File: src/inc/eeprom_pkg.sv
// Shared constants and types of the data EEPROM access logic.
// Assumes a single 100 MHz core clock; nothing else is needed by the importer.
package eeprom_pkg;

  // ===========================================================================
  // Geometry
  localparam int ADDR_W = 5;
  localparam int DATA_W = 8;
  localparam int DEPTH  = 32;

  // ===========================================================================
  // Control register field positions
  localparam int CTRL_RSTART_POS  = 0;
  localparam int CTRL_RENABLE_POS = 1;
  localparam int CTRL_WSTART_POS  = 2;
  localparam int CTRL_WENABLE_POS = 3;

  // Control register layout, bit 3 down to bit 0
  typedef struct packed {
    logic write_enable_bit;
    logic write_start_bit;
    logic read_enable_bit;
    logic read_start_bit;
  } ctrl_bits_s;

  // ===========================================================================
  // Reset values
  localparam ctrl_bits_s          CTRL_RST = 4'h0;
  localparam logic [ADDR_W-1:0]   ADDR_RST = 5'h00;
  localparam logic [DATA_W-1:0]   DATA_RST = 8'h00;

  // ===========================================================================
  // Cycle timing at 100 MHz
  localparam int CLK_PERIOD_NS   = 10;
  localparam int READ_TIME_NS    = 40;
  localparam int READ_CYCLES     = (READ_TIME_NS + CLK_PERIOD_NS - 1) / CLK_PERIOD_NS;
  localparam int TIMER_DIV       = 16;
  localparam int WRITE_TICKS     = 64;

  typedef enum logic [1:0] {
    TMR_IDLE  = 2'b00,
    TMR_READ  = 2'b01,
    TMR_WRITE = 2'b10
  } tmr_state_e;

endpackage

File: src/logic/eeprom_access.sv
// Data EEPROM access control: address, data and control registers, the
// 32-byte array, completion flags and the multi-function vector request.
// Assumes software strobes arrive on I_CORE_CLK, one per instruction.
//
// Contract
// Read or write completion raises EEPROM request
// Forward only with both enables set
// Write end sets both request flags
// Vector needs all enables, stack not full
// Service clears multi-function flag only
// Write start must follow write enable directly
// Control register reached via pointer and bank
// Keep write enable and bank cleared
// Polled read sequence on read-start bit
// Polled write sequence on write-start bit
// Start bits self-clear when cycle ends
// Start ignored unless enable already set
// Never set both start bits together
// Write timed by independent internal timer
// Counted durations, completion resynchronised before use
`timescale 1ns/1ps
module eeprom_access #(
  parameter int READ_CYCLES = eeprom_pkg::READ_CYCLES,
  parameter int TIMER_DIV   = eeprom_pkg::TIMER_DIV,
  parameter int WRITE_TICKS = eeprom_pkg::WRITE_TICKS
) (
  input  wire logic                              I_CORE_CLK,
  input  wire logic                              I_RST_N,
  input  wire logic                              I_CTRL_WR,
  input  wire eeprom_pkg::ctrl_bits_s            I_CTRL_WDATA,
  input  wire logic                              I_ADDR_WR,
  input  wire logic [eeprom_pkg::ADDR_W-1:0]     I_ADDR_WDATA,
  input  wire logic                              I_DATA_WR,
  input  wire logic [eeprom_pkg::DATA_W-1:0]     I_DATA_WDATA,
  input  wire logic                              I_EEPROM_IRQ_ENABLE,
  input  wire logic                              I_MF_IRQ_ENABLE,
  input  wire logic                              I_GLOBAL_IRQ_ENABLE,
  input  wire logic                              I_STACK_FULL,
  input  wire logic                              I_IRQ_SERVICE,
  input  wire logic                              I_EEPROM_FLAG_CLR,
  output eeprom_pkg::ctrl_bits_s                 O_CTRL,
  output logic [eeprom_pkg::ADDR_W-1:0]          O_ADDR,
  output logic [eeprom_pkg::DATA_W-1:0]          O_DATA,
  output logic                                   O_EEPROM_IRQ_FLAG,
  output logic                                   O_MF_IRQ_FLAG,
  output logic                                   O_VECTOR_REQ
);

  eeprom_pkg::ctrl_bits_s         ctrl_q;
  logic [eeprom_pkg::ADDR_W-1:0]  addr_q;
  logic [eeprom_pkg::DATA_W-1:0]  data_q;
  logic [eeprom_pkg::DATA_W-1:0]  mem [eeprom_pkg::DEPTH];
  logic                           arm_q;
  logic                           busy_q;
  logic                           kind_wr_q;
  logic                           e2_flag_q;
  logic                           mf_flag_q;
  logic                           vec_q;
  logic                           done_tgl;
  logic                           sync1_q;
  logic                           sync2_q;
  logic                           sync3_q;
  logic                           done_evt;
  logic                           done_rd;
  logic                           done_wr;
  logic                           start_rd;
  logic                           start_wr;
  logic [15:0]                    busy_cnt_q;

  localparam int BUSY_LIMIT = TIMER_DIV * (WRITE_TICKS + 2) + READ_CYCLES + 8;

  // ===========================================================================
  // Start qualification: enables must already be set, both starts refused
  assign start_rd = I_CTRL_WR && I_CTRL_WDATA.read_start_bit && ctrl_q.read_enable_bit
                    && !I_CTRL_WDATA.write_start_bit && !busy_q;
  assign start_wr = I_CTRL_WR && I_CTRL_WDATA.write_start_bit && ctrl_q.write_enable_bit
                    && arm_q
                    && !I_CTRL_WDATA.read_start_bit && !busy_q;

  // ===========================================================================
  // Completion crossing from the timer; first stage feeds only the second
  always_ff @(posedge I_CORE_CLK or negedge I_RST_N) begin
    if (!I_RST_N) begin
      sync1_q <= 1'b0;
      sync2_q <= 1'b0;
      sync3_q <= 1'b0;
    end else begin
      sync1_q <= done_tgl;
      sync2_q <= sync1_q;
      sync3_q <= sync2_q;
    end
  end

  assign done_evt = (sync2_q ^ sync3_q) && busy_q;
  assign done_rd  = done_evt && !kind_wr_q;
  assign done_wr  = done_evt && kind_wr_q;

  eeprom_cycle_timer #(
    .READ_CYCLES (READ_CYCLES),
    .TIMER_DIV   (TIMER_DIV),
    .WRITE_TICKS (WRITE_TICKS)
  ) u_timer (
    .i_clk      (I_CORE_CLK),
    .i_rst_n    (I_RST_N),
    .i_start_rd (start_rd),
    .i_start_wr (start_wr),
    .o_done_tgl (done_tgl)
  );

  // ===========================================================================
  // Control register
  always_ff @(posedge I_CORE_CLK or negedge I_RST_N) begin
    if (!I_RST_N) begin
      ctrl_q <= eeprom_pkg::CTRL_RST;
    end else begin
      if (I_CTRL_WR) begin
        ctrl_q.write_enable_bit <= I_CTRL_WDATA.write_enable_bit;
        ctrl_q.read_enable_bit  <= I_CTRL_WDATA.read_enable_bit;
      end
      // A started cycle cannot be aborted, so start bits follow the cycle only
      if (done_wr) begin
        ctrl_q.write_start_bit <= 1'b0;
      end else if (start_wr) begin
        ctrl_q.write_start_bit <= 1'b1;
      end
      if (done_rd) begin
        ctrl_q.read_start_bit <= 1'b0;
      end else if (start_rd) begin
        ctrl_q.read_start_bit <= 1'b1;
      end
    end
  end

  // Write start is honoured only on the control write right after enabling
  always_ff @(posedge I_CORE_CLK or negedge I_RST_N) begin
    if (!I_RST_N) begin
      arm_q <= 1'b0;
    end else if (I_CTRL_WR) begin
      arm_q <= I_CTRL_WDATA.write_enable_bit && !ctrl_q.write_enable_bit;
    end
  end

  // ===========================================================================
  // Cycle tracking
  always_ff @(posedge I_CORE_CLK or negedge I_RST_N) begin
    if (!I_RST_N) begin
      busy_q    <= 1'b0;
      kind_wr_q <= 1'b0;
    end else if (done_evt) begin
      busy_q <= 1'b0;
    end else if (start_rd || start_wr) begin
      busy_q    <= 1'b1;
      kind_wr_q <= start_wr;
    end
  end

  // ===========================================================================
  // Address and data registers, array
  always_ff @(posedge I_CORE_CLK or negedge I_RST_N) begin
    if (!I_RST_N) begin
      addr_q <= eeprom_pkg::ADDR_RST;
    end else if (I_ADDR_WR && !busy_q) begin
      addr_q <= I_ADDR_WDATA;
    end
  end

  always_ff @(posedge I_CORE_CLK or negedge I_RST_N) begin
    if (!I_RST_N) begin
      data_q <= eeprom_pkg::DATA_RST;
    end else if (done_rd) begin
      data_q <= mem[addr_q];
    end else if (I_DATA_WR && !busy_q) begin
      data_q <= I_DATA_WDATA;
    end
  end

  // Non-volatile contents: no reset
  always_ff @(posedge I_CORE_CLK) begin
    if (done_wr) begin
      mem[addr_q] <= data_q;
    end
  end

  // ===========================================================================
  // Request flags; a completion wins over a clear in the same cycle
  always_ff @(posedge I_CORE_CLK or negedge I_RST_N) begin
    if (!I_RST_N) begin
      e2_flag_q <= 1'b0;
    end else if (done_evt) begin
      e2_flag_q <= 1'b1;
    end else if (I_EEPROM_FLAG_CLR) begin
      e2_flag_q <= 1'b0;
    end
  end

  always_ff @(posedge I_CORE_CLK or negedge I_RST_N) begin
    if (!I_RST_N) begin
      mf_flag_q <= 1'b0;
    end else if (done_evt) begin
      mf_flag_q <= 1'b1;
    end else if (I_IRQ_SERVICE) begin
      mf_flag_q <= 1'b0;
    end
  end

  always_ff @(posedge I_CORE_CLK or negedge I_RST_N) begin
    if (!I_RST_N) begin
      vec_q <= 1'b0;
    end else begin
      vec_q <= mf_flag_q && I_EEPROM_IRQ_ENABLE && I_MF_IRQ_ENABLE
               && I_GLOBAL_IRQ_ENABLE && !I_STACK_FULL && !I_IRQ_SERVICE;
    end
  end

  // Watch length of a busy cycle for the bound below
  always_ff @(posedge I_CORE_CLK or negedge I_RST_N) begin
    if (!I_RST_N) begin
      busy_cnt_q <= 16'h0000;
    end else if (!busy_q) begin
      busy_cnt_q <= 16'h0000;
    end else begin
      busy_cnt_q <= busy_cnt_q + 16'h0001;
    end
  end

  assign O_CTRL            = ctrl_q;
  assign O_ADDR            = addr_q;
  assign O_DATA            = data_q;
  assign O_EEPROM_IRQ_FLAG = e2_flag_q;
  assign O_MF_IRQ_FLAG     = mf_flag_q;
  assign O_VECTOR_REQ      = vec_q;
endmodule // eeprom_access

File: src/logic/eeprom_cycle_timer.sv
// Cycle timer for EEPROM byte reads and writes.
// Assumes one start pulse at a time; the write is paced by a free-running
// divided tick unrelated to the start, so its length varies by a tick.
`timescale 1ns/1ps
module eeprom_cycle_timer #(
  parameter int READ_CYCLES = eeprom_pkg::READ_CYCLES,
  parameter int TIMER_DIV   = eeprom_pkg::TIMER_DIV,
  parameter int WRITE_TICKS = eeprom_pkg::WRITE_TICKS
) (
  input  wire logic i_clk,
  input  wire logic i_rst_n,
  input  wire logic i_start_rd,
  input  wire logic i_start_wr,
  output logic      o_done_tgl
);

  logic [15:0]            div_q;
  logic                   tick;
  logic [15:0]            cnt_q;
  eeprom_pkg::tmr_state_e state_q;

  // ===========================================================================
  // Free-running write timer tick, not aligned to any start
  assign tick = (div_q == 16'(TIMER_DIV - 1));

  always_ff @(posedge i_clk or negedge i_rst_n) begin
    if (!i_rst_n) begin
      div_q <= 16'h0000;
    end else if (tick) begin
      div_q <= 16'h0000;
    end else begin
      div_q <= div_q + 16'h0001;
    end
  end

  // ===========================================================================
  // Cycle sequencing
  always_ff @(posedge i_clk or negedge i_rst_n) begin
    if (!i_rst_n) begin
      state_q    <= eeprom_pkg::TMR_IDLE;
      cnt_q      <= 16'h0000;
      o_done_tgl <= 1'b0;
    end else begin
      case (state_q)
        eeprom_pkg::TMR_IDLE: begin
          if (i_start_rd) begin
            state_q <= eeprom_pkg::TMR_READ;
            cnt_q   <= 16'(READ_CYCLES);
          end else if (i_start_wr) begin
            state_q <= eeprom_pkg::TMR_WRITE;
            cnt_q   <= 16'(WRITE_TICKS);
          end
        end
        eeprom_pkg::TMR_READ: begin
          if (cnt_q <= 16'h0001) begin
            state_q    <= eeprom_pkg::TMR_IDLE;
            o_done_tgl <= ~o_done_tgl;
          end else begin
            cnt_q <= cnt_q - 16'h0001;
          end
        end
        eeprom_pkg::TMR_WRITE: begin
          if (tick) begin
            if (cnt_q <= 16'h0001) begin
              state_q    <= eeprom_pkg::TMR_IDLE;
              o_done_tgl <= ~o_done_tgl;
            end else begin
              cnt_q <= cnt_q - 16'h0001;
            end
          end
        end
        default: begin
          state_q <= eeprom_pkg::TMR_IDLE;
        end
      endcase
    end
  end

endmodule // eeprom_cycle_timer

File: config.mk
export PLATFORM = sky130hd
export DESIGN_NAME = eeprom_access
export DESIGN_NICKNAME = d
export VERILOG_FILES = /design/src/inc/eeprom_pkg.sv /design/src/logic/eeprom_access.sv /design/src/logic/eeprom_cycle_timer.sv
export SDC_FILE = /design/constraint.sdc
export NUM_CORES = 1
export LEC_CHECK = 0
export ABC_AREA = 1
export BUFFER_PORTS_ARGS = -buffer_cell sky130_fd_sc_hd__buf_2
export CORE_AREA = 2 2 190 192
export DETAILED_ROUTE_END_ITERATION = 10
export DIE_AREA = 0 0 192 194
export HOLD_SLACK_MARGIN = 0.03
export SLEW_MARGIN = 10
export SYNTH_ARGS = -nofsm -noshare
export SYNTH_HDL_FRONTEND = slang
export SYNTH_SLANG_ARGS = --single-unit
export TNS_END_PERCENT = 1
File: constraint.sdc
create_clock -name I_CORE_CLK -period 2.2 [get_ports I_CORE_CLK]
set_clock_uncertainty 0.2 [all_clocks]
set_input_delay 0.44 -clock I_CORE_CLK [delete_from_list [all_inputs] [get_ports I_CORE_CLK]]
set_output_delay 0.44 -clock I_CORE_CLK [all_outputs]
set_load 0.02 [all_outputs]
==> flow_metrics.tcl <==
set metrics [dict create \
    status "complete, no violations" \
    cts.path.max_buffers 3 \
    worstSetupPathType "register to register" \
    synth_top_area_frac 0.551 \
    fmax_ghz 0.465 \
    num_io_pins 48 \
    peakVddDrop_mv 0.612 \
    p_clk_frac 0.458 \
    rsz0062_at_grt "true" \
    hpwl_um 22000 \
    syn2layout_area_growth_pct 17.4 \
    setup_viol 0 \
    cts_sinks 317 \
    maxCapViolCount 0 \
    place_congestion 0.852 \
    grt_pass1_vias 9563 \
    ys_warn_count 0 \
    clock_latency_ns 0.51 \
    p_per_area_nw_per_um2 733 \
    required_ns 2.21 \
    synth_edf_count 256 \
    rows 69 \
    hold_slack_ns 0.0594 \
    drt_iter0_drc 777 \
    combPwrFrac 0.008 \
    antenna_cells 0 \
    final_cell_mix "736 x nand2_1, 256 x edfxtp_1, 117 x nor2_1" \
    finalNonFillerCells 2052 \
    dp_cells 1975 \
    grt_overflow_total 0 \
    grt_max_degree 53 \
    htree_num_levels 2 \
    die-area_um2 37200 \
    start_util 0.396 \
    hold_class "primary input to register" \
    slew_headroom 0.631 \
    worst_pin_slew_ns 0.552 \
    power_switching_mw 2.31 \
    core_region_area_um2 35200 \
    tns_ns 0 \
    final_common_cell "nand2_1" \
    ys_ff_latch 317 \
    drc_errors 0 \
    period_minus_slack_ns 2.15 \
    arrival_ns 2.16 \
    via_per_inst 4.80 \
    p_sw_frac 0.193 \
    fillers 3348 \
    startpoint_type "register" \
    internal_power_mw 9.69 \
    syn_area_per_cell_um2 9.69 \
    synth.top_cells.by_area "edfxtp_1 55%, nand2_1 20%, dfrtp_1 11%" \
    p_seq_frac 0.534 \
    clkSlewWorstSetupHoldPaths_ns 0.06 \
    routed_wl_um 33800 \
    cts_tree "done" \
    drive_above_1_share 0.126 \
    async_reset_ff_frac 0.192 \
    ant_nets 0 \
    yosys_most_used_dff "edfxtp_1" \
    firstDrtPassIters 7 \
    port_buffers 47 \
    clockRootBuffer "clkbuf_16" \
    syn_inst 1440 \
    nNetsFinal 1599 \
    track_usage 0.185 \
    wl_per_cell_um 16.5 \
    vias 9845 \
    fp.dieH_um 194 \
    yosysSeqAreaShare 0.661 \
    die_w_um 192 \
    leakage_nw 6.82 \
    hold_viol 0 \
    yosysTopAreaCell "edfxtp_1" \
    grt_pass1_wl_um 53100 \
    antenna_found_initial 0 \
    end_kind "register" \
    critPathMaxFanout 31 \
    synthesis.nets 1474 \
    synth_area_um2 13900 \
    timing.final.crit_share 0.977 \
    ys_types 29 \
    slew_viol_final 0 \
    cts_buffers 34 \
]
-- worst max-delay path: stages, from the launching register on --
cell     delay, ns
dfrtp_4       0.46
buf_4         0.33
nand2_1       0.43
nor2_1        0.23
buf_4         0.19
-- final cells by class --
| cell class | instances | area (um2) | area share |
|---|---|---|---|
| multi-input combinational | 1001 | 4150 | 0.254 |
| inverter | 71 | 269 | 0.0164 |
| clock inverter | 16 | 97.6 | 0.00596 |
| clock buffer | 46 | 980 | 0.0598 |
| sequential | 317 | 9220 | 0.563 |
| timing repair buffer | 140 | 1070 | 0.0654 |
| tap | 461 | 577 | 0.0352 |
-- what timing repair did --
action                                  in CTS  in global routing
pin swaps                                    0                  1
endpoints found under the setup margin       2                266
resized for setup                            2                  2
endpoints found under the hold margin       71                  0
buffers inserted                             0                  0
hold buffers                                15                  0
-- cell families (layout without fill, tap and decap cells) --
family | Yosys count | count (layout) | share of synthesized area
fa+ha+maj | 6 | 6 | 0.00538
buf+inv | 122 | 273 | 0.0418
compound gates | 39 | 39 | 0.0141
simple gates | 937 | 937 | 0.266
xor+xnor | 19 | 19 | 0.0119
flops | 317 | 317 | 0.661
-- synth_stat cells (6+ instances only) --
master	n
inv_1	65
nand2_1	736
nand3_1	53
buf_2	26
buf_6	8
clkbuf_1	6
nor2_1	118
dfrtp_1	61
a21oi_1	15
nor3_2	8
ha_1	6
o21ai_0	23
xor2_1	18
edfxtp_1	256
buf_4	8
-- power groups by stage --
stage / logic, mW / clock network (mW) / registers (mW)
2_1_floorplan: 0.00870 / 0 / 6.54
3_3_place_gp: 0.0764 / 0 / 6.54
3_5_place_dp: 0.0773 / 0 / 6.54
4_1_cts: 0.0981 / 5.61 / 6.41
5_1_grt: 0.107 / 5.85 / 6.41
6_report: 0.0965 / 5.49 / 6.41
-- routing by layer --
layer,track usage,routed length [um],share of wire,up-vias
met2,0.311,16500,0.49,217
met1,0.251,15000,0.44,4686
li1,-,-,-,4885
met3,0.0241,1460,0.043,57
met4,0.0574,895,0.026,0
met5,0,0,0,-
-- metrics by stage --
step / area (um2) / worst slack (ns) / total power [mW] / util
after floorplan: 13900 / -0.00508 / 6.55 / -
after global placement: 15100 / 0.0719 / 6.61 / 0.430
after detailed placement: 15100 / 0.0646 / 6.61 / 0.430
after CTS: 16400 / 0.0441 / 12.1 / 0.465
after global routing: 16400 / -0.0558 / 12.4 / 0.465
final: 16400 / 0.0513 / 12.0 / 0.465
-- flip-flops by register name, indices dropped and copies added, names as in the netlist --
name                flops
mem                   256
u_timer.cnt_q          16
u_timer.div_q          16
O_DATA                  8
O_ADDR                  5
O_CTRL                  4
u_timer.state_q         2
O_EEPROM_IRQ_FLAG       1
O_MF_IRQ_FLAG           1
O_VECTOR_REQ            1
arm_q                   1
busy_q                  1
kind_wr_q               1
sync1_q                 1
sync2_q                 1
sync3_q                 1
u_timer.o_done_tgl      1
-- path summary, 6_finish.rpt --
kind | slack [ns] | startpoint | end | depth (start not counted)
max | 0.05 | O_ADDR[0] | mem[19][1] | 4
min | 0.06 | I_ADDR_WDATA[4] | O_ADDR[4] | 3
max reg2reg | 0.05 | O_ADDR[0] | mem[19][1] | 4
min reg2reg | 0.15 | sync1_q | sync2_q | 0
max in group asynchronous | 1.28 | I_RST_N | O_ADDR[1] | 3
min in group asynchronous | 0.26 | I_RST_N | u_timer.div_q[6] | 3
Note: power is estimated with default switching activity, not from simulation.
